<file path="src/common/node_cfg_pkg.sv">
/*
 * shared constants of the switch node configuration bank:
 * register numbers, field masks, reset values, boot states.
 * assumes one switch clock domain for every user.
 */
package node_cfg_pkg;

    localparam logic [7:0] REG_IDENT = 8'h00;
    localparam logic [7:0] REG_DESC = 8'h01;
    localparam logic [7:0] REG_SECURITY = 8'h04;
    localparam logic [7:0] REG_NODE_ID = 8'h05;
    localparam logic [7:0] REG_PLL = 8'h06;
    localparam logic [7:0] REG_XBAR_DIV = 8'h07;
    localparam logic [7:0] REG_REF_DIV = 8'h08;
    localparam logic [7:0] REG_DIRS_LO = 8'h0C;
    localparam logic [7:0] REG_DIRS_HI = 8'h0D;
    localparam logic [7:0] REG_DBG_PIN = 8'h10;
    localparam logic [7:0] REG_DBG_SRC = 8'h1F;

    localparam logic [7:0] LINK_DIR_FIRST = 8'h20;
    localparam logic [7:0] LINK_DIR_LAST = 8'h27;
    localparam logic [7:0] PLINK_FIRST = 8'h40;
    localparam logic [7:0] PLINK_LAST = 8'h43;
    localparam logic [7:0] LINK_CFG_FIRST = 8'h80;
    localparam logic [7:0] LINK_CFG_LAST = 8'h87;
    localparam logic [7:0] LINK_STATIC_FIRST = 8'hA0;
    localparam logic [7:0] LINK_STATIC_LAST = 8'hA7;

    localparam int SEC_WRITE_LOCK_BIT = 31;
    localparam int SEC_PLL_LOCK_BIT = 8;
    localparam int SEC_HEADER_BIT = 0;
    localparam logic [31:0] SEC_MASK = 32'h8000_0101;
    localparam logic [31:0] SEC_RST = 32'h0000_0000;

    localparam int NODE_ID_W = 16;
    localparam int DIR_W = 4;
    localparam int DIV_W = 16;
    localparam logic [15:0] NODE_ID_RST = 16'h0000;
    localparam logic [15:0] XBAR_DIV_RST = 16'h0000;
    localparam logic [15:0] REF_DIV_RST = 16'h0003;
    localparam logic [31:0] DIRS_RST = 32'h0000_0000;

    localparam int PLL_OD_W = 3;
    localparam int PLL_F_W = 13;
    localparam int PLL_R_W = 7;
    localparam int PLL_OD_LSB = 23;
    localparam int PLL_F_LSB = 8;
    localparam int PLL_R_LSB = 0;
    localparam logic [31:0] PLL_MASK = 32'h039F_FF7F;
    localparam logic [31:0] DBG_PIN_MASK = 32'h0000_0003;

    typedef enum logic [1:0] {
        BOOT_SYNC = 2'b00,
        BOOT_WAIT = 2'b01,
        BOOT_LATCH = 2'b11,
        BOOT_RUN = 2'b10
    } boot_state_t;

    // pll reset word per strap pair {pin_b, pin_a}
    function automatic logic [31:0] pll_reset_value(input logic [1:0] strap);
        logic [31:0] v;
        v = 32'h0000_0000;
        unique case (strap)
            2'b00: v = 32'h0080_6301;
            2'b01: v = 32'h0080_C701;
            2'b10: v = 32'h0100_6301;
            2'b11: v = 32'h0100_C701;
        endcase
        return v;
    endfunction : pll_reset_value

endpackage : node_cfg_pkg

</file>
<file path="src/rtl/switch_node_config_bank.sv">
/*
 * configuration register bank of a switch node, reached by
 * configuration read and write messages by register number.
 * assumes requests, route lookups and link answers on CORE_CLK;
 * boot strap pins are asynchronous and synchronised here.
 */
//
// Contract
// - access only by config read/write, register number
// - ident: chip id, straps, revision, version
// - description: links, cores, links per processor
// - write lock bit 31 rejects every write
// - pll lock bit 8 ignores pll writes
// - bit 0 selects one-byte headers, resets zero
// - 16-bit node id, compared msb first
// - a pll write with both write lock and pll lock clear resets the tile
// - pll fields reset from strap pins
// - switch clock is pll over divider plus one
// - reference clock divider resets to three
// - low table: mismatch bits 7..0
// - high table: mismatch bits 15..8
// - route by highest mismatching bit's direction
// - decode debug and link register groups
`timescale 1ns/1ns
module switch_node_config_bank #(
    parameter logic [7:0] CHIP_ID = 8'h5A, // arbitrary value
    parameter logic [7:0] XBAR_REVISION = 8'h01, // arbitrary value
    parameter logic [7:0] XBAR_VERSION = 8'h01, // arbitrary value
    parameter logic [7:0] NUM_LINKS = 8'h08,
    parameter logic [7:0] NUM_CORES = 8'h01,
    parameter logic [7:0] LINKS_PER_CORE = 8'h04
) (
    input wire logic CORE_CLK,
    input wire logic RESET_N,
    input wire logic BOOT_STRAP_PIN_A,
    input wire logic BOOT_STRAP_PIN_B,
    input wire logic CFG_REQ,
    input wire logic CFG_WRITE,
    input wire logic [7:0] CFG_REG_NUM,
    input wire logic [31:0] CFG_WDATA,
    output logic CFG_READY,
    output logic CFG_ACK,
    output logic CFG_NACK,
    output logic [31:0] CFG_RDATA,
    output logic LINK_REQ,
    output logic LINK_WRITE,
    output logic [7:0] LINK_REG_NUM,
    output logic [31:0] LINK_WDATA,
    input wire logic [31:0] LINK_RDATA,
    input wire logic DEBUG_SRC_PIN,
    input wire logic DEBUG_SRC_TILE,
    output logic DEBUG_PULLDOWN_EN,
    output logic DEBUG_DCALL_EN,
    output logic HEADER_MODE_1BYTE,
    output logic [15:0] NODE_ID,
    output logic [2:0] PLL_OUTPUT_DIVIDER,
    output logic [12:0] PLL_FEEDBACK,
    output logic [6:0] PLL_INPUT_DIVIDER,
    output logic TILE_RESET,
    output logic SWITCH_CLK_TICK,
    output logic REF_CLK_TICK,
    input wire logic ROUTE_VALID,
    input wire logic [15:0] ROUTE_DEST_ID,
    output logic ROUTE_DONE,
    output logic ROUTE_LOCAL,
    output logic [3:0] ROUTE_DIR
);
    logic [1:0] strap_meta_q;
    logic [1:0] strap_sync_q;
    logic [1:0] strap_q;
    node_cfg_pkg::boot_state_t boot_q;
    logic [31:0] sec_q;
    logic [15:0] node_id_q;
    logic [31:0] pll_q;
    logic [15:0] xbar_div_q;
    logic [15:0] ref_div_q;
    logic [31:0] dirs_lo_q;
    logic [31:0] dirs_hi_q;
    logic [31:0] dbg_pin_q;
    logic tile_reset_q;
    logic ack_q;
    logic nack_q;
    logic [31:0] rdata_q;
    logic [31:0] rdata_d;
    logic link_req_q;
    logic link_write_q;
    logic [7:0] link_reg_q;
    logic [31:0] link_wdata_q;
    logic take;
    logic is_link;
    logic is_ro;
    logic is_rw;
    logic write_lock;
    logic pll_lock;
    logic wr_ok;
    logic link_take;
    logic [3:0] route_dir_d;
    logic route_local_d;
    logic route_done_q;
    logic route_local_q;
    logic [3:0] route_dir_q;

    // strap synchroniser and boot capture
    always_ff @(posedge CORE_CLK or negedge RESET_N)
    begin
        if (!RESET_N)
        begin
            strap_meta_q <= 2'h0;
            strap_sync_q <= 2'h0;
        end
        else
        begin
            strap_meta_q <= {BOOT_STRAP_PIN_B, BOOT_STRAP_PIN_A};
            strap_sync_q <= strap_meta_q;
        end
    end

    always_ff @(posedge CORE_CLK or negedge RESET_N)
    begin
        if (!RESET_N)
        begin
            boot_q <= node_cfg_pkg::BOOT_SYNC;
        end
        else
        begin
            unique case (boot_q)
                node_cfg_pkg::BOOT_SYNC: boot_q <= node_cfg_pkg::BOOT_WAIT;
                node_cfg_pkg::BOOT_WAIT: boot_q <= node_cfg_pkg::BOOT_LATCH;
                node_cfg_pkg::BOOT_LATCH: boot_q <= node_cfg_pkg::BOOT_RUN;
                node_cfg_pkg::BOOT_RUN: boot_q <= node_cfg_pkg::BOOT_RUN;
            endcase
        end
    end

    always_ff @(posedge CORE_CLK or negedge RESET_N)
    begin
        if (!RESET_N)
        begin
            strap_q <= 2'h0;
        end
        else if (boot_q == node_cfg_pkg::BOOT_LATCH)
        begin
            strap_q <= strap_sync_q;
        end
    end

    // request decode
    assign CFG_READY = (boot_q == node_cfg_pkg::BOOT_RUN) && !link_req_q;
    assign take = CFG_REQ && CFG_READY;
    assign write_lock = sec_q[node_cfg_pkg::SEC_WRITE_LOCK_BIT];
    assign pll_lock = sec_q[node_cfg_pkg::SEC_PLL_LOCK_BIT];
    assign is_link =
        (CFG_REG_NUM >= node_cfg_pkg::LINK_DIR_FIRST &&
         CFG_REG_NUM <= node_cfg_pkg::LINK_DIR_LAST) ||
        (CFG_REG_NUM >= node_cfg_pkg::PLINK_FIRST &&
         CFG_REG_NUM <= node_cfg_pkg::PLINK_LAST) ||
        (CFG_REG_NUM >= node_cfg_pkg::LINK_CFG_FIRST &&
         CFG_REG_NUM <= node_cfg_pkg::LINK_CFG_LAST) ||
        (CFG_REG_NUM >= node_cfg_pkg::LINK_STATIC_FIRST &&
         CFG_REG_NUM <= node_cfg_pkg::LINK_STATIC_LAST);
    assign is_ro = CFG_REG_NUM == node_cfg_pkg::REG_IDENT ||
        CFG_REG_NUM == node_cfg_pkg::REG_DESC ||
        CFG_REG_NUM == node_cfg_pkg::REG_DBG_SRC;
    assign is_rw = CFG_REG_NUM == node_cfg_pkg::REG_SECURITY ||
        CFG_REG_NUM == node_cfg_pkg::REG_NODE_ID ||
        CFG_REG_NUM == node_cfg_pkg::REG_PLL ||
        CFG_REG_NUM == node_cfg_pkg::REG_XBAR_DIV ||
        CFG_REG_NUM == node_cfg_pkg::REG_REF_DIV ||
        CFG_REG_NUM == node_cfg_pkg::REG_DIRS_LO ||
        CFG_REG_NUM == node_cfg_pkg::REG_DIRS_HI ||
        CFG_REG_NUM == node_cfg_pkg::REG_DBG_PIN;
    assign wr_ok = take && CFG_WRITE && !write_lock;
    assign link_take = take && is_link && !(CFG_WRITE && write_lock);

    // writable registers
    always_ff @(posedge CORE_CLK or negedge RESET_N)
    begin
        if (!RESET_N)
        begin
            sec_q <= node_cfg_pkg::SEC_RST;
            node_id_q <= node_cfg_pkg::NODE_ID_RST;
            xbar_div_q <= node_cfg_pkg::XBAR_DIV_RST;
            ref_div_q <= node_cfg_pkg::REF_DIV_RST;
            dirs_lo_q <= node_cfg_pkg::DIRS_RST;
            dirs_hi_q <= node_cfg_pkg::DIRS_RST;
            dbg_pin_q <= 32'h0000_0000;
        end
        else if (wr_ok)
        begin
            unique case (CFG_REG_NUM)
                node_cfg_pkg::REG_SECURITY:
                    sec_q <= CFG_WDATA & node_cfg_pkg::SEC_MASK;
                node_cfg_pkg::REG_NODE_ID:
                    node_id_q <= CFG_WDATA[15:0];
                node_cfg_pkg::REG_XBAR_DIV:
                    xbar_div_q <= CFG_WDATA[15:0];
                node_cfg_pkg::REG_REF_DIV:
                    ref_div_q <= CFG_WDATA[15:0];
                node_cfg_pkg::REG_DIRS_LO:
                    dirs_lo_q <= CFG_WDATA;
                node_cfg_pkg::REG_DIRS_HI:
                    dirs_hi_q <= CFG_WDATA;
                node_cfg_pkg::REG_DBG_PIN:
                    dbg_pin_q <= CFG_WDATA & node_cfg_pkg::DBG_PIN_MASK;
                default:
                    dbg_pin_q <= dbg_pin_q;
            endcase
        end
    end

    // pll settings and tile reset
    always_ff @(posedge CORE_CLK or negedge RESET_N)
    begin
        if (!RESET_N)
        begin
            pll_q <= 32'h0000_0000;
            tile_reset_q <= 1'b0;
        end
        else if (boot_q == node_cfg_pkg::BOOT_LATCH)
        begin
            pll_q <= node_cfg_pkg::pll_reset_value(strap_sync_q);
            tile_reset_q <= 1'b0;
        end
        else if (wr_ok && !pll_lock && CFG_REG_NUM == node_cfg_pkg::REG_PLL)
        begin
            pll_q <= CFG_WDATA & node_cfg_pkg::PLL_MASK;
            tile_reset_q <= 1'b1;
        end
        else
        begin
            tile_reset_q <= 1'b0;
        end
    end

    // read mux
    always_comb
    begin
        rdata_d = 32'h0000_0000;
        if (link_req_q)
        begin
            rdata_d = LINK_RDATA;
        end
        else
        begin
            unique case (CFG_REG_NUM)
                node_cfg_pkg::REG_IDENT: rdata_d = {CHIP_ID, 6'h00, strap_q,
                    XBAR_REVISION, XBAR_VERSION};
                node_cfg_pkg::REG_DESC: rdata_d = {8'h00, NUM_LINKS,
                    NUM_CORES, LINKS_PER_CORE};
                node_cfg_pkg::REG_SECURITY: rdata_d = sec_q;
                node_cfg_pkg::REG_NODE_ID: rdata_d = {16'h0000, node_id_q};
                node_cfg_pkg::REG_PLL: rdata_d = pll_q;
                node_cfg_pkg::REG_XBAR_DIV: rdata_d = {16'h0000, xbar_div_q};
                node_cfg_pkg::REG_REF_DIV: rdata_d = {16'h0000, ref_div_q};
                node_cfg_pkg::REG_DIRS_LO: rdata_d = dirs_lo_q;
                node_cfg_pkg::REG_DIRS_HI: rdata_d = dirs_hi_q;
                node_cfg_pkg::REG_DBG_PIN: rdata_d = dbg_pin_q;
                node_cfg_pkg::REG_DBG_SRC: rdata_d = {27'h0000000,
                    DEBUG_SRC_PIN, 3'h0, DEBUG_SRC_TILE};
                default: rdata_d = 32'h0000_0000;
            endcase
        end
    end

    // answer
    always_ff @(posedge CORE_CLK or negedge RESET_N)
    begin
        if (!RESET_N)
        begin
            ack_q <= 1'b0;
            nack_q <= 1'b0;
            rdata_q <= 32'h0000_0000;
        end
        else
        begin
            ack_q <= (take && !link_take) || link_req_q;
            nack_q <= take && !link_req_q && ((!is_link && !is_ro && !is_rw)
                || (CFG_WRITE && (write_lock || is_ro ||
                (pll_lock && CFG_REG_NUM == node_cfg_pkg::REG_PLL))));
            rdata_q <= ((take && CFG_WRITE) || link_write_q) ?
                32'h0000_0000 : rdata_d;
        end
    end

    // forward to link register groups
    always_ff @(posedge CORE_CLK or negedge RESET_N)
    begin
        if (!RESET_N)
        begin
            link_req_q <= 1'b0;
            link_write_q <= 1'b0;
            link_reg_q <= 8'h00;
            link_wdata_q <= 32'h0000_0000;
        end
        else
        begin
            link_req_q <= link_take;
            link_write_q <= link_take && CFG_WRITE;
            if (link_take)
            begin
                link_reg_q <= CFG_REG_NUM;
                link_wdata_q <= CFG_WDATA;
            end
        end
    end

    // route lookup
    route_select u_route (
        .node_id(node_id_q),
        .dest_id(ROUTE_DEST_ID),
        .dirs_lo(dirs_lo_q),
        .dirs_hi(dirs_hi_q),
        .dir(route_dir_d),
        .local_hit(route_local_d)
    );

    always_ff @(posedge CORE_CLK or negedge RESET_N)
    begin
        if (!RESET_N)
        begin
            route_done_q <= 1'b0;
            route_local_q <= 1'b0;
            route_dir_q <= 4'h0;
        end
        else
        begin
            route_done_q <= ROUTE_VALID;
            if (ROUTE_VALID)
            begin
                route_local_q <= route_local_d;
                route_dir_q <= route_local_d ? 4'h0 : route_dir_d;
            end
        end
    end

    clk_tick_divider #(.W(node_cfg_pkg::DIV_W)) u_xbar_div (
        .clk(CORE_CLK),
        .rst_n(RESET_N),
        .divisor_m1(xbar_div_q),
        .tick(SWITCH_CLK_TICK)
    );

    clk_tick_divider #(.W(node_cfg_pkg::DIV_W)) u_ref_div (
        .clk(CORE_CLK),
        .rst_n(RESET_N),
        .divisor_m1(ref_div_q),
        .tick(REF_CLK_TICK)
    );

    assign CFG_ACK = ack_q;
    assign CFG_NACK = nack_q;
    assign CFG_RDATA = rdata_q;
    assign LINK_REQ = link_req_q;
    assign LINK_WRITE = link_write_q;
    assign LINK_REG_NUM = link_reg_q;
    assign LINK_WDATA = link_wdata_q;
    assign DEBUG_PULLDOWN_EN = dbg_pin_q[0];
    assign DEBUG_DCALL_EN = dbg_pin_q[1];
    assign HEADER_MODE_1BYTE = sec_q[node_cfg_pkg::SEC_HEADER_BIT];
    assign NODE_ID = node_id_q;
    assign PLL_OUTPUT_DIVIDER = pll_q[node_cfg_pkg::PLL_OD_LSB +: 3];
    assign PLL_FEEDBACK = pll_q[node_cfg_pkg::PLL_F_LSB +: 13];
    assign PLL_INPUT_DIVIDER = pll_q[node_cfg_pkg::PLL_R_LSB +: 7];
    assign TILE_RESET = tile_reset_q;
    assign ROUTE_DONE = route_done_q;
    assign ROUTE_LOCAL = route_local_q;
    assign ROUTE_DIR = route_dir_q;
endmodule : switch_node_config_bank

</file>
<file path="src/rtl/clk_tick_divider.sv">
/*
 * divides the clock by divisor plus one and emits one tick per period.
 * assumes the divisor is a same-domain register.
 */
`timescale 1ns/1ns
module clk_tick_divider #(
    parameter int W = 16
) (
    input wire logic clk,
    input wire logic rst_n,
    input wire logic [W-1:0] divisor_m1,
    output logic tick
);
    logic [W-1:0] count_q;
    logic tick_q;

    always_ff @(posedge clk or negedge rst_n)
    begin
        if (!rst_n)
        begin
            count_q <= '0;
            tick_q <= 1'b0;
        end
        else if (count_q >= divisor_m1)
        begin
            count_q <= '0;
            tick_q <= 1'b1;
        end
        else
        begin
            count_q <= count_q + W'(1);
            tick_q <= 1'b0;
        end
    end

    assign tick = tick_q;
endmodule : clk_tick_divider

</file>
<file path="src/rtl/route_select.sv">
/*
 * picks a route direction from the highest bit where destination
 * and node id differ; flags local delivery on a full match.
 * assumes both tables are register outputs of the same domain.
 */
`timescale 1ns/1ns
module route_select (
    input wire logic [node_cfg_pkg::NODE_ID_W-1:0] node_id,
    input wire logic [node_cfg_pkg::NODE_ID_W-1:0] dest_id,
    input wire logic [31:0] dirs_lo,
    input wire logic [31:0] dirs_hi,
    output logic [node_cfg_pkg::DIR_W-1:0] dir,
    output logic local_hit
);
    logic [node_cfg_pkg::NODE_ID_W-1:0] diff;
    logic [63:0] table_all;

    assign diff = node_id ^ dest_id;
    assign table_all = {dirs_hi, dirs_lo};
    assign local_hit = (diff == '0);

    // lowest set bit first so the highest mismatch wins
    always_comb
    begin
        dir = '0;
        for (int i = 0; i < node_cfg_pkg::NODE_ID_W; i++)
        begin
            if (diff[i])
            begin
                dir = table_all[i*node_cfg_pkg::DIR_W +: node_cfg_pkg::DIR_W];
            end
        end
    end

endmodule : route_select

</file>
<file path="config.mk">
export PLATFORM = sky130hd
export DESIGN_NAME = switch_node_config_bank
export DESIGN_NICKNAME = d
export VERILOG_FILES = /design/src/common/node_cfg_pkg.sv /design/src/rtl/switch_node_config_bank.sv /design/src/rtl/clk_tick_divider.sv /design/src/rtl/route_select.sv
export SDC_FILE = /design/constraint.sdc
export NUM_CORES = 1
export LEC_CHECK = 0
export ABC_AREA = 1
export BUFFER_PORTS_ARGS = -buffer_cell sky130_fd_sc_hd__buf_4
export CORE_ASPECT_RATIO = 1.75
export CORE_MARGIN = 2
export CORE_UTILIZATION = 55
export CTS_CLUSTER_SIZE = 25
export DETAILED_ROUTE_END_ITERATION = 7
export GPL_TIMING_DRIVEN = 0
export MAX_ROUTING_LAYER = met4
export PLACE_DENSITY = 0.85
export SYNTH_ARGS = -nofsm -noshare
export SYNTH_HDL_FRONTEND = slang
export SYNTH_SLANG_ARGS = --single-unit
</file>
<file path="constraint.sdc">
create_clock -name CORE_CLK -period 4.1 [get_ports CORE_CLK]
set_input_delay 0.82 -clock CORE_CLK [delete_from_list [all_inputs] [get_ports CORE_CLK]]
set_output_delay 0.82 -clock CORE_CLK [all_outputs]
set_load 0.02 [all_outputs]
</file>
==> run_summary.xml, run 1 <==
<?xml version="1.0" encoding="UTF-8"?>
<metrics>
  <group name="global_routing">
    <metric name="grt_max_degree" unit="">110</metric>
    <metric name="grt_pass1_vias" unit="">12252</metric>
    <metric name="antenna_found_initial" unit="">0</metric>
    <metric name="grt_pass1_wl" unit="mm">69.3</metric>
    <metric name="overflow" unit="">0</metric>
    <metric name="gr-usage-all-layers" unit="">0.391</metric>
  </group>
  <group name="routing">
    <metric name="drt_pass1_iterations" unit="">5</metric>
    <metric name="post_drt_via_cell_ratio" unit="">5.68</metric>
    <metric name="drt_iter0_markers" unit="">1138</metric>
    <metric name="finalWirelength" unit="mm">45.5</metric>
    <metric name="routedWlPerCell" unit="µm">21.6</metric>
    <metric name="ant_nets" unit="">0</metric>
    <metric name="num_vias" unit="">11943</metric>
    <metric name="remaining_drc_errors" unit="">0</metric>
  </group>
  <group name="die">
    <metric name="starting_density" unit="">0.560</metric>
    <metric name="floorplan.die.height" unit="µm">205</metric>
    <metric name="io_pins" unit="">225</metric>
    <metric name="die_area" unit="mm²">0.0243</metric>
    <metric name="die_x" unit="µm">119</metric>
    <metric name="placementRows" unit="">73</metric>
    <metric name="core_region_area" unit="mm²">0.0227</metric>
  </group>
  <group name="timing">
    <metric name="setup-tns-final" unit="ns">0</metric>
    <metric name="final.setup.worst_slack" unit="ns">0.960</metric>
    <metric name="timing.hold.ws" unit="ns">0.203</metric>
    <metric name="timing.final.crit_period" unit="ns">3.14</metric>
    <metric name="report.final.hold_viol_count" unit="">0</metric>
    <metric name="rsz0062_at_grt" unit="">no</metric>
    <metric name="max_freq" unit="GHz">0.318</metric>
    <metric name="final_max_slew_viol_count" unit="">0</metric>
    <metric name="setup_violations" unit="">0</metric>
    <metric name="final.setup_skew" unit="ns">0.0189</metric>
    <metric name="fraction_of_the_cycle_the_final_worst_path_needs" unit="">0.766</metric>
    <metric name="slew_headroom" unit="">0.308</metric>
    <metric name="tightest_slew" unit="ns">1.03</metric>
  </group>
  <group name="critical_path">
    <metric name="crit_cells" unit="">13</metric>
    <metric name="crit_path_frequent_cell" unit="">sky130_fd_sc_hd__inv_2</metric>
    <metric name="timing.reg2reg.worst_path_depth" unit="">23</metric>
    <metric name="worstPathRequired" unit="ns">4.56</metric>
    <metric name="cp_slowest_cell" unit="">sky130_fd_sc_hd__o21ai_0</metric>
    <metric name="worstPathMaxFanout" unit="">10</metric>
    <metric name="critical_path_launch_point_type" unit="">input port</metric>
    <metric name="critical_path.endpoint_type" unit="">register</metric>
    <metric name="worst_path_largest_cell_delay" unit="ns">0.76</metric>
    <metric name="critical-path-top-delay-family" unit="">compound AO/OA/AOI/OAI gates</metric>
    <metric name="cp_num_buf_inv" unit="">6</metric>
    <metric name="timing.critical_path.arrival" unit="ns">3.60</metric>
    <metric name="timing_worst_setup_path_type" unit="">in -&gt; reg</metric>
    <metric name="worstPathCellList" unit="">buf_4, inv_1, nand2_1, nor2_1, inv_2, nor4_2, inv_2, nor3_4, inv_2, clkbuf_1, o21ai_0, o41ai_1, a21oi_1</metric>
  </group>
  <group name="synthesis">
    <metric name="syn_avg_cell_area" unit="µm²">8.27</metric>
    <metric name="post_synth_main_area_contributors" unit="">sky130_fd_sc_hd__dfrtp_1 52%, sky130_fd_sc_hd__nand2_1 12%, sky130_fd_sc_hd__o21ai_0 8.9%</metric>
    <metric name="synth-warning-count" unit="">0</metric>
    <metric name="share_of_async_settable_or_async_resettable_flops_after_synthesis" unit="">1.00</metric>
    <metric name="area_share_of_the_largest_cell_type_after_synthesis" unit="">0.519</metric>
    <metric name="synth-edff-count" unit="">0</metric>
    <metric name="synth_sequential_area_ratio" unit="">0.523</metric>
    <metric name="syn-instance-count" unit="">1535</metric>
    <metric name="yosys_register_bits" unit="">265</metric>
    <metric name="most_common_flop_cell_mapped_by_yosys" unit="">sky130_fd_sc_hd__dfrtp_1</metric>
    <metric name="synth.net_count" unit="">1666</metric>
    <metric name="synthDominantAreaCellType" unit="">sky130_fd_sc_hd__dfrtp_1</metric>
    <metric name="post_synthesis_cell_type_count" unit="">46</metric>
    <metric name="syn_area" unit="mm²">0.0127</metric>
  </group>
  <group name="power">
    <metric name="cellLeakagePower" unit="µW">0.00759</metric>
    <metric name="vdd_ir_drop_max" unit="mV">0.374</metric>
    <metric name="intPower" unit="µW">4300</metric>
    <metric name="pwr-share-clk" unit="">0.408</metric>
    <metric name="cellPowerDensity" unit="mW/mm²">372</metric>
    <metric name="power_switching_share" unit="">0.259</metric>
    <metric name="post_layout_total_power" unit="µW">5810</metric>
    <metric name="combinationalPowerShare" unit="">0.114</metric>
    <metric name="seq_pwr_share" unit="">0.478</metric>
    <metric name="net-switching-power" unit="µW">1500</metric>
  </group>
  <group name="clock_network">
    <metric name="clock-sinks" unit="">265</metric>
    <metric name="worstSkewPairLatency" unit="ns">0.55</metric>
    <metric name="post_cts.repair.setup_buffers" unit="">0</metric>
    <metric name="cts_tree" unit="">yes</metric>
    <metric name="clk_pin_slew" unit="ns">0.06</metric>
    <metric name="clk_path_buf_depth" unit="">3</metric>
    <metric name="cts_inserted_buffers" unit="">25</metric>
    <metric name="ctsResizeCount" unit="">0</metric>
    <metric name="cts_hold_buf" unit="">0</metric>
    <metric name="cts.root.buffer_cell" unit="">sky130_fd_sc_hd__clkbuf_16</metric>
    <metric name="clock_tree.htree_level_count" unit="">1</metric>
  </group>
  <group name="layout">
    <metric name="final_layout_size_suffix_gt1_frac" unit="">0.168</metric>
    <metric name="mostFrequentLayoutCell" unit="">sky130_fd_sc_hd__nand2_1</metric>
    <metric name="num-nets-final" unit="">1919</metric>
    <metric name="antenna_cells_inserted" unit="">0</metric>
    <metric name="n_fill_cell" unit="">1891</metric>
    <metric name="register_area" unit="mm²">0.00663</metric>
    <metric name="layout.cells.most_common_list" unit="">412 x sky130_fd_sc_hd__nand2_1, 263 x sky130_fd_sc_hd__dfrtp_1, 226 x sky130_fd_sc_hd__o21ai_0</metric>
    <metric name="multiInputGateArea" unit="mm²">0.00495</metric>
    <metric name="areaGrowthSynthToFinish" unit="%">23.1</metric>
    <metric name="postLayoutCoreUtil" unit="">0.689</metric>
  </group>
  <group name="placed_design">
    <metric name="portBuffers" unit="">224</metric>
    <metric name="dp_worst_setup_slack" unit="ns">0.508</metric>
    <metric name="routabilityCongestion" unit="">0.970</metric>
    <metric name="detailed_place_hpwl" unit="mm">35.1</metric>
  </group>
  <group name="flow_run">
    <metric name="drv_cap" unit="">0</metric>
  </group>
  <group name="run_status">
    <metric name="status" unit="">complete, no violations</metric>
  </group>
  <group name="min_path">
    <metric name="worst_hold_path_type" unit="">in -&gt; async</metric>
  </group>
</metrics>
## metrics by stage
step                      cell area (µm²)  std cells
after floorplan                     12700       1535
after global placement              14700       2059
after detailed placement            14800       2061
after CTS                           15600       2104
after global routing                15600       2104
final                               15600       2104
## worst register-to-register path, delay by kind of cell (launching register included)
family | cells | cell delay, ns
xor gates and xnor gates | 1 | 0.75
DFF | 1 | 0.44
buffers and inverters | 1 | 0.09
and+or+nand+nor | 20 | 1.54
AOI/OAI and AO/OA | 1 | 0.20
## cells in the mapped netlist (2+ instances only)
cell and number:
sky130_fd_sc_hd__nand2_1 412, sky130_fd_sc_hd__dfrtp_1 263, sky130_fd_sc_hd__o21ai_0 226, sky130_fd_sc_hd__inv_1 221, sky130_fd_sc_hd__nor2_1 77, sky130_fd_sc_hd__a21oi_1 53, sky130_fd_sc_hd__clkbuf_1 45, sky130_fd_sc_hd__ha_1 34
sky130_fd_sc_hd__o22ai_1 27, sky130_fd_sc_hd__nand3_1 26, sky130_fd_sc_hd__nor3_1 16, sky130_fd_sc_hd__xor2_1 12, sky130_fd_sc_hd__inv_2 11, sky130_fd_sc_hd__a221oi_1 9, sky130_fd_sc_hd__nor3b_1 9, sky130_fd_sc_hd__nand4_1 8
sky130_fd_sc_hd__buf_2 7, sky130_fd_sc_hd__o211ai_1 7, sky130_fd_sc_hd__o31ai_1 7, sky130_fd_sc_hd__xnor2_1 7, sky130_fd_sc_hd__a22o_1 5, sky130_fd_sc_hd__o2111ai_1 5, sky130_fd_sc_hd__o221ai_1 5, sky130_fd_sc_hd__nor2_2 4
sky130_fd_sc_hd__o21a_1 4, sky130_fd_sc_hd__a21boi_0 3, sky130_fd_sc_hd__a31oi_1 3, sky130_fd_sc_hd__nor3_4 3, sky130_fd_sc_hd__o41ai_1 3, sky130_fd_sc_hd__buf_6 2, sky130_fd_sc_hd__dfstp_2 2, sky130_fd_sc_hd__nand2_2 2
sky130_fd_sc_hd__nor3_2 2, sky130_fd_sc_hd__o21ai_1 2, sky130_fd_sc_hd__or2_2 2
## power groups by stage
| stage | logic [µW] | registers, µW | clock network [µW] |
|---|---|---|---|
| after global placement | 643 | 2820 | 0 |
| after detailed placement | 662 | 2820 | 0 |
| final | 661 | 2780 | 2370 |
| after floorplan | 157 | 2940 | 0 |
| after CTS | 663 | 2780 | 2370 |
| after global routing | 715 | 2790 | 2480 |
## logic make-up after synthesis
logic type | synth area share
AOI/OAI and AO/OA | 0.160
DFF | 0.523
xor gates and xnor gates | 0.0131
and+or+nand+nor | 0.183
buffers and inverters | 0.0874
adders and majority gates | 0.0335
## registers in the layout, indices dropped and copies added, names as in the netlist, 2 cells and up
signal              flops
CFG_RDATA              32
strap_meta_q            2
pll_q                  23
xbar_div_q             16
dirs_hi_q              32
strap_q                 2
sec_q                   3
u_ref_div.count_q      16
ref_div_q              16
ROUTE_DIR               4
dbg_pin_q               2
strap_sync_q            2
LINK_REG_NUM            8
boot_q                  2
LINK_WDATA             32
u_xbar_div.count_q     16
NODE_ID                16
dirs_lo_q              32
## layout make-up
| class | count | share of cell area |
|---|---|---|
| Tap cell | 300 | 0.0240 |
| Sequential cell | 265 | 0.425 |
| Inverter | 232 | 0.0558 |
| Timing Repair Buffer | 226 | 0.112 |
| Buffer | 56 | 0.0152 |
| Clock buffer | 35 | 0.0457 |
| Multi-Input combinational cell | 982 | 0.317 |
| Clock inverter | 8 | 0.00593 |
## path summary, 6_finish.rpt
check / startpoint / end / slack (ns)
max in group asynchronous: RESET_N / dirs_hi_q[23]$_DFFE_PN0P_ / 2.96
setup reg to reg: NODE_ID[3]$_DFFE_PN0P_ / ROUTE_DIR[0]$_DFFE_PN0P_ / 1.04
hold / removal: RESET_N / u_xbar_div.count_q[1]$_DFF_PN0_ / 0.20
hold reg to reg: strap_meta_q[1]$_DFF_PN0_ / strap_sync_q[1]$_DFF_PN0_ / 0.36
setup / recovery: CFG_REG_NUM[7] / CFG_RDATA[4]$_DFF_PN0_ / 0.96
min in group CORE_CLK: strap_meta_q[1]$_DFF_PN0_ / strap_sync_q[1]$_DFF_PN0_ / 0.36
## metal layers
layer	share of wire	GRT usage	up-vias
met5	0	-	-
met4	0.088	0.284	0
met3	0.061	0.0448	206
met2	0.52	0.683	611
met1	0.33	0.404	5665
li1	-	-	5461
(Power assumes the default switching activity.)
==> inputs of run 2 (changes only) <==
- CORE_UTILIZATION: 55 -> 51
- PLACE_DENSITY: 0.85 -> 0.83
- clock period: 4.1 -> 2.6 ns (I/O delays scaled with it)
==> run 2 against run 1 <==
Effect of this change: sequential share of layout area fell by 1.2 points; combinational power rose by 59%; core utilization fell by 3.5 points.
==> run_summary.xml, run 2 (synthesis results as in run 1) <==
<?xml version="1.0" encoding="UTF-8"?>
<metrics>
  <group name="critical_path">
    <metric name="worstPathRequired" unit="ns">3.07</metric>
    <metric name="rrSetupSlack" unit="ns">0.13</metric>
    <metric name="cp-startpoint" unit="">CFG_REG_NUM[7]</metric>
    <metric name="critical_path_launch_point_type" unit="">input port</metric>
    <metric name="timing_worst_setup_path_type" unit="">in -&gt; reg</metric>
    <metric name="rr_startpoint" unit="">LINK_REQ$_DFF_PN0_</metric>
    <metric name="worstPathMaxFanout" unit="">10</metric>
    <metric name="crit-reg2reg-capture" unit="">pll_q[18]$_DFFE_PN0P_</metric>
    <metric name="timing.reg2reg.worst_path_depth" unit="">12</metric>
    <metric name="timing.critical_path.arrival" unit="ns">3.00</metric>
    <metric name="critical_path.endpoint_type" unit="">register</metric>
  </group>
  <group name="global_routing">
    <metric name="overflow" unit="">0</metric>
    <metric name="gr-usage-all-layers" unit="">0.362</metric>
    <metric name="antenna_found_initial" unit="">0</metric>
    <metric name="grt_max_degree" unit="">110</metric>
    <metric name="grt_pass1_wl" unit="mm">67.8</metric>
    <metric name="grt_pass1_vias" unit="">12134</metric>
  </group>
  <group name="layout">
    <metric name="final_layout_size_suffix_gt1_frac" unit="">0.192</metric>
    <metric name="areaGrowthSynthToFinish" unit="%">26.6</metric>
    <metric name="postLayoutCoreUtil" unit="">0.655</metric>
    <metric name="num-nets-final" unit="">1935</metric>
    <metric name="fin_cells" unit="">2132</metric>
    <metric name="antenna_cells_inserted" unit="">0</metric>
    <metric name="layout.cells.most_common_list" unit="">406 x sky130_fd_sc_hd__nand2_1, 262 x sky130_fd_sc_hd__dfrtp_1, 237 x sky130_fd_sc_hd__buf_4</metric>
    <metric name="mostFrequentLayoutCell" unit="">sky130_fd_sc_hd__nand2_1</metric>
  </group>
  <group name="clock_network">
    <metric name="clk_pin_slew" unit="ns">0.07</metric>
    <metric name="clock-sinks" unit="">265</metric>
    <metric name="worstSkewPairLatency" unit="ns">0.55</metric>
    <metric name="cts_tree" unit="">yes</metric>
    <metric name="clock_tree.htree_level_count" unit="">1</metric>
    <metric name="cts.root.buffer_cell" unit="">sky130_fd_sc_hd__clkbuf_16</metric>
    <metric name="clk_path_buf_depth" unit="">3</metric>
    <metric name="cts_inserted_buffers" unit="">25</metric>
  </group>
  <group name="min_path">
    <metric name="whs_endpoint" unit="">strap_meta_q[1]$_DFF_PN0_</metric>
    <metric name="timing.hold.worst_path_depth" unit="">1</metric>
    <metric name="worst_hold_path_type" unit="">in -&gt; reg</metric>
    <metric name="worstHoldStart" unit="">BOOT_STRAP_PIN_B</metric>
  </group>
  <group name="power">
    <metric name="cellLeakagePower" unit="µW">0.00779</metric>
    <metric name="power_switching_share" unit="">0.248</metric>
    <metric name="net-switching-power" unit="µW">2400</metric>
    <metric name="vdd_ir_drop_max" unit="mV">0.492</metric>
    <metric name="cellPowerDensity" unit="mW/mm²">603</metric>
    <metric name="intPower" unit="µW">7280</metric>
    <metric name="seq_pwr_share" unit="">0.452</metric>
    <metric name="combinationalPowerShare" unit="">0.108</metric>
    <metric name="pwr-share-clk" unit="">0.440</metric>
  </group>
  <group name="routing">
    <metric name="post_drt_via_cell_ratio" unit="">5.64</metric>
    <metric name="drt_iter0_markers" unit="">1021</metric>
    <metric name="remaining_drc_errors" unit="">0</metric>
    <metric name="drt_pass1_iterations" unit="">5</metric>
    <metric name="num_vias" unit="">12025</metric>
    <metric name="finalWirelength" unit="mm">45.7</metric>
    <metric name="routedWlPerCell" unit="µm">21.4</metric>
    <metric name="ant_nets" unit="">0</metric>
  </group>
  <group name="timing">
    <metric name="final.setup_skew" unit="ns">0.0194</metric>
    <metric name="rsz0062_at_grt" unit="">yes</metric>
    <metric name="slew_headroom" unit="">0.441</metric>
    <metric name="setup_violations" unit="">0</metric>
    <metric name="timing.final.crit_period" unit="ns">2.52</metric>
    <metric name="tightest_slew" unit="ns">0.839</metric>
    <metric name="timing.hold.ws" unit="ns">0.0913</metric>
    <metric name="max_freq" unit="GHz">0.396</metric>
    <metric name="report.final.hold_viol_count" unit="">0</metric>
    <metric name="fraction_of_the_cycle_the_final_worst_path_needs" unit="">0.971</metric>
    <metric name="setup-tns-final" unit="ns">0</metric>
    <metric name="final_max_slew_viol_count" unit="">0</metric>
  </group>
  <group name="die">
    <metric name="core_region_area" unit="mm²">0.0245</metric>
    <metric name="floorplan.die.height" unit="µm">213</metric>
    <metric name="starting_density" unit="">0.517</metric>
    <metric name="placementRows" unit="">76</metric>
    <metric name="die_area" unit="mm²">0.0262</metric>
    <metric name="die_x" unit="µm">123</metric>
    <metric name="io_pins" unit="">225</metric>
  </group>
  <group name="placed_design">
    <metric name="portBuffers" unit="">224</metric>
    <metric name="detailed_place_hpwl" unit="mm">34.9</metric>
    <metric name="routabilityCongestion" unit="">1.04</metric>
    <metric name="numPlacedInstances" unit="">2073</metric>
  </group>
  <group name="run_status">
    <metric name="status" unit="">complete, no violations</metric>
  </group>
  <group name="flow_run">
    <metric name="drv_cap" unit="">0</metric>
  </group>
</metrics>
## run 2: changes by cell type in the layout (fill, tap and decap cells not counted), moves of 4 or more
cell / before / now
sky130_fd_sc_hd__buf_4: 224 / 237
sky130_fd_sc_hd__nor3_1: 16 / 9
sky130_fd_sc_hd__bufinv_16: 2 / 8
sky130_fd_sc_hd__nand2_1: 412 / 406
sky130_fd_sc_hd__nor2_1: 77 / 71
sky130_fd_sc_hd__nand2_2: 2 / 7
sky130_fd_sc_hd__nor2_2: 4 / 9
sky130_fd_sc_hd__clkbuf_1: 50 / 46
sky130_fd_sc_hd__clkbuf_8: 5 / 1
sky130_fd_sc_hd__nor3_2: 2 / 6
sky130_fd_sc_hd__o21ai_0: 226 / 222
sky130_fd_sc_hd__o21ai_1: 2 / 6
## run 2: power by group through the flow
stage          sequential [µW]  clock [µW]  combinational [µW]
2_1_floorplan             4640           0                 247
3_3_place_gp              4440           0                1010
3_5_place_dp              4450           0                1040
4_1_cts                   4370        4270                1050
5_1_grt                   4390        4430                1140
6_report                  4370        4260                1050
## run 2: timing repair
action	in CTS	in global routing
hold buffers	1	0
endpoints found under the hold margin	53	0
gates resized for setup	5	47
setup endpoints to repair	113	61
cloned	0	1
setup buffers	3	11
pin swaps	2	7
## run 2: routing by layer
| metal | track usage | vias up | wire length, µm |
|---|---|---|---|
| met2 | 0.623 | 556 | 23900 |
| met4 | 0.295 | 0 | 4590 |
| met3 | 0.0387 | 199 | 2500 |
| met1 | 0.362 | 5780 | 14700 |
| li1 | - | 5490 | - |
| met5 | - | - | 0 |
## run 2: final cells by class
cell class | instances | area (µm²)
buffer | 56 | 258
clock buffer | 30 | 654
clock inverter | 13 | 280
fill | 2081 | 8480
inverter | 232 | 871
multi-input combinational | 982 | 5100
sequential | 265 | 6640
tap | 312 | 390
timing repair buffer | 242 | 1870
## run 2: worst max-delay path, cell delays in order
cell and delay (ns):
sky130_fd_sc_hd__buf_4 0.11, sky130_fd_sc_hd__inv_1 0.06, sky130_fd_sc_hd__nand2_1 0.06, sky130_fd_sc_hd__nor2_1 0.12, sky130_fd_sc_hd__inv_2 0.07, sky130_fd_sc_hd__nor4_2 0.27, sky130_fd_sc_hd__inv_2 0.15, sky130_fd_sc_hd__nor3_4 0.25
sky130_fd_sc_hd__inv_2 0.16, sky130_fd_sc_hd__clkbuf_1 0.31, sky130_fd_sc_hd__o21ai_0 0.46, sky130_fd_sc_hd__o31ai_1 0.24, sky130_fd_sc_hd__a21oi_1 0.20
## run 2: per-stage QoR
| step | instance area [µm²] | worst slack, ns | power, µW |
|---|---|---|---|
| floorplan | 12700 | 0.284 | 4880 |
| global placement | 14800 | -1.12 | 5460 |
| detailed placement | 14800 | -0.770 | 5490 |
| CTS | 15800 | 0.0152 | 9690 |
| global route | 16100 | -0.0201 | 9960 |
| finish | 16100 | 0.0757 | 9680 |
## run 2: worst max path at each step
| stage | slack, ns | end |
|---|---|---|
| 2_1_floorplan | 0.28 | u_ref_div.count_q[10]$_DFF_PN0_ |
| 3_3_place_gp | -1.12 | LINK_WDATA[21]$_DFFE_PN0P_ |
| 3_5_place_dp | -0.77 | CFG_RDATA[18]$_DFF_PN0_ |
| 4_1_cts | 0.02 | ROUTE_DIR[3]$_DFFE_PN0P_ |
| 5_1_grt | -0.02 | dirs_lo_q[14]$_DFFE_PN0P_ |
| 6_report | 0.08 | CFG_RDATA[6]$_DFF_PN0_ |
==> inputs of run 3 (changes only) <==
- REMOVE_ABC_BUFFERS: unset -> 1
==> run 3 against run 2 <==
Effect of this change: first-iteration DRC count is 14% higher; clock power fell by 15%; critical path type is now reg -> reg; register-to-register slack got worse by 0.12 ns; via count is 3.1% lower; wire length shrank 11%; highest routed layer unchanged.
==> run_summary.xml, run 3 (synthesis results as in run 1) <==
<?xml version="1.0" encoding="UTF-8"?>
<metrics>
  <group name="timing">
    <metric name="setup-tns-final" unit="ns">0</metric>
    <metric name="rsz0062_at_grt" unit="">yes</metric>
    <metric name="setup_violations" unit="">0</metric>
    <metric name="final.setup_skew" unit="ns">0.0145</metric>
    <metric name="tightest_slew" unit="ns">1.35</metric>
    <metric name="final_max_slew_viol_count" unit="">0</metric>
    <metric name="fraction_of_the_cycle_the_final_worst_path_needs" unit="">0.998</metric>
    <metric name="timing.final.crit_period" unit="ns">2.59</metric>
    <metric name="timing.hold.ws" unit="ns">0.0903</metric>
    <metric name="report.final.hold_viol_count" unit="">0</metric>
    <metric name="slew_headroom" unit="">0.0924</metric>
    <metric name="max_freq" unit="GHz">0.385</metric>
  </group>
  <group name="die">
    <metric name="starting_density" unit="">0.517</metric>
    <metric name="io_pins" unit="">225</metric>
    <metric name="floorplan.die.height" unit="µm">213</metric>
    <metric name="die_area" unit="mm²">0.0262</metric>
    <metric name="core_region_area" unit="mm²">0.0245</metric>
    <metric name="placementRows" unit="">76</metric>
    <metric name="die_x" unit="µm">123</metric>
  </group>
  <group name="clock_network">
    <metric name="clk_path_buf_depth" unit="">3</metric>
    <metric name="worstSkewPairLatency" unit="ns">0.54</metric>
    <metric name="cts.root.buffer_cell" unit="">sky130_fd_sc_hd__clkbuf_16</metric>
    <metric name="clock-sinks" unit="">265</metric>
    <metric name="clk_pin_slew" unit="ns">0.07</metric>
    <metric name="cts_tree" unit="">yes</metric>
    <metric name="clock_tree.htree_level_count" unit="">1</metric>
    <metric name="cts_inserted_buffers" unit="">24</metric>
  </group>
  <group name="layout">
    <metric name="areaGrowthSynthToFinish" unit="%">24.7</metric>
    <metric name="n_fill_cell" unit="">2074</metric>
    <metric name="layout.cells.most_common_list" unit="">403 x sky130_fd_sc_hd__nand2_1, 262 x sky130_fd_sc_hd__dfrtp_1, 231 x sky130_fd_sc_hd__buf_4</metric>
    <metric name="antenna_cells_inserted" unit="">0</metric>
    <metric name="postLayoutCellArea" unit="mm²">0.0158</metric>
    <metric name="final_layout_size_suffix_gt1_frac" unit="">0.192</metric>
    <metric name="num-nets-final" unit="">1881</metric>
    <metric name="multiInputGateArea" unit="mm²">0.00517</metric>
    <metric name="mostFrequentLayoutCell" unit="">sky130_fd_sc_hd__nand2_1</metric>
    <metric name="register_area" unit="mm²">0.00664</metric>
  </group>
  <group name="critical_path">
    <metric name="rrSetupSlack" unit="ns">0.005</metric>
    <metric name="rr_startpoint" unit="">u_xbar_div.count_q[13]$_DFF_PN0_</metric>
    <metric name="worstPathMaxFanout" unit="">6</metric>
    <metric name="critical_path.endpoint_type" unit="">register</metric>
    <metric name="timing_worst_setup_path_type" unit="">reg -&gt; reg</metric>
    <metric name="worstPathRequired" unit="ns">3.06</metric>
    <metric name="timing.critical_path.arrival" unit="ns">3.05</metric>
    <metric name="critical_path_launch_point_type" unit="">register</metric>
    <metric name="timing.reg2reg.worst_path_depth" unit="">6</metric>
    <metric name="crit-reg2reg-capture" unit="">u_xbar_div.count_q[4]$_DFF_PN0_</metric>
  </group>
  <group name="power">
    <metric name="cellPowerDensity" unit="mW/mm²">570</metric>
    <metric name="cellLeakagePower" unit="µW">0.00767</metric>
    <metric name="vdd_ir_drop_max" unit="mV">0.543</metric>
  </group>
  <group name="routing">
    <metric name="drt_pass1_iterations" unit="">6</metric>
    <metric name="ant_nets" unit="">0</metric>
    <metric name="finalWirelength" unit="mm">40.8</metric>
    <metric name="routedWlPerCell" unit="µm">19.6</metric>
    <metric name="drt_iter0_markers" unit="">1163</metric>
    <metric name="post_drt_via_cell_ratio" unit="">5.61</metric>
    <metric name="remaining_drc_errors" unit="">0</metric>
    <metric name="num_vias" unit="">11650</metric>
  </group>
  <group name="min_path">
    <metric name="worstHoldStart" unit="">BOOT_STRAP_PIN_B</metric>
    <metric name="worst_hold_path_type" unit="">in -&gt; reg</metric>
    <metric name="timing.hold.worst_path_depth" unit="">1</metric>
    <metric name="whs_endpoint" unit="">strap_meta_q[1]$_DFF_PN0_</metric>
  </group>
  <group name="run_status">
    <metric name="status" unit="">complete, no violations</metric>
  </group>
  <group name="global_routing">
    <metric name="grt_pass1_wl" unit="mm">60.4</metric>
    <metric name="overflow" unit="">0</metric>
    <metric name="grt_max_degree" unit="">128</metric>
    <metric name="grt_pass1_vias" unit="">11594</metric>
    <metric name="gr-usage-all-layers" unit="">0.314</metric>
    <metric name="antenna_found_initial" unit="">0</metric>
  </group>
  <group name="placed_design">
    <metric name="placedInstanceArea" unit="mm²">0.0147</metric>
    <metric name="portBuffers" unit="">224</metric>
    <metric name="detailed_place_hpwl" unit="mm">28.6</metric>
    <metric name="routabilityCongestion" unit="">0.937</metric>
  </group>
  <group name="flow_run">
    <metric name="drv_cap" unit="">0</metric>
  </group>
</metrics>
-- run 3: how the worst max path moves through the flow --
stage,from,to
detailed placement,CFG_REG_NUM[7],pll_q[13]$_DFFE_PN0P_
global route,u_xbar_div.count_q[13]$_DFF_PN0_,u_xbar_div.count_q[4]$_DFF_PN0_
floorplan,CFG_REG_NUM[7],dirs_lo_q[0]$_DFFE_PN0P_
CTS,CFG_REG_NUM[7],CFG_RDATA[0]$_DFF_PN0_
finish,u_xbar_div.count_q[13]$_DFF_PN0_,u_xbar_div.count_q[4]$_DFF_PN0_
global placement,CFG_REG_NUM[7],dirs_lo_q[26]$_DFFE_PN0P_
-- run 3: what timing repair did --
| action | in CTS | in global routing |
|---|---|---|
| pin swaps | 3 | 2 |
| hold endpoints to repair | 42 | 0 |
| setup buffers | 5 | 7 |
| resized for setup | 13 | 37 |
| hold buffers | 1 | 0 |
| gates cloned | 0 | 1 |
| endpoints found under the setup margin | 228 | 96 |
-- run 3: layer usage --
layer  GRT usage  part of all wire  vias up  wire length, µm
met5           -                 0        -                0
met4       0.190             0.064        0             2620
met3      0.0302             0.065      163             2650
met2       0.550              0.53      528            21700
met1       0.337              0.34     5569            13800
li1            -                 -     5390                -
-- run 3: layout make-up --
cell class                 count  area share
clock inverter                 8     0.00593
multi-input combinational    983       0.327
tap                          312      0.0247
clock buffer                  33      0.0427
timing repair buffer         244       0.125
sequential                   265       0.419
inverter                     232      0.0556
-- run 3: power breakdown --
part	switching, µW	total, µW	internal, µW
logic	629	1040	407
clock network	1590	3610	2010
registers	88.9	4370	4280
-- run 3: stage by stage --
step	utilization	cells	power, µW	setup WS [ns]
after floorplan	-	1479	4880	-0.720
after global placement	0.592	2015	5430	-2.76
after detailed placement	0.600	2022	5470	-1.74
after CTS	0.636	2069	9030	-0.0360
after global routing	0.645	2077	9300	-0.0663
final	0.645	2077	9010	0.00514
-- run 3: critical path, stage by stage (launching register included) --
cell	delay (ns)
sky130_fd_sc_hd__dfrtp_1	0.41
sky130_fd_sc_hd__ha_1	0.33
sky130_fd_sc_hd__a21oi_1	0.17
sky130_fd_sc_hd__nor2_1	0.06
sky130_fd_sc_hd__a211oi_1	1.04
sky130_fd_sc_hd__nand2_4	0.24
sky130_fd_sc_hd__nor3b_1	0.25
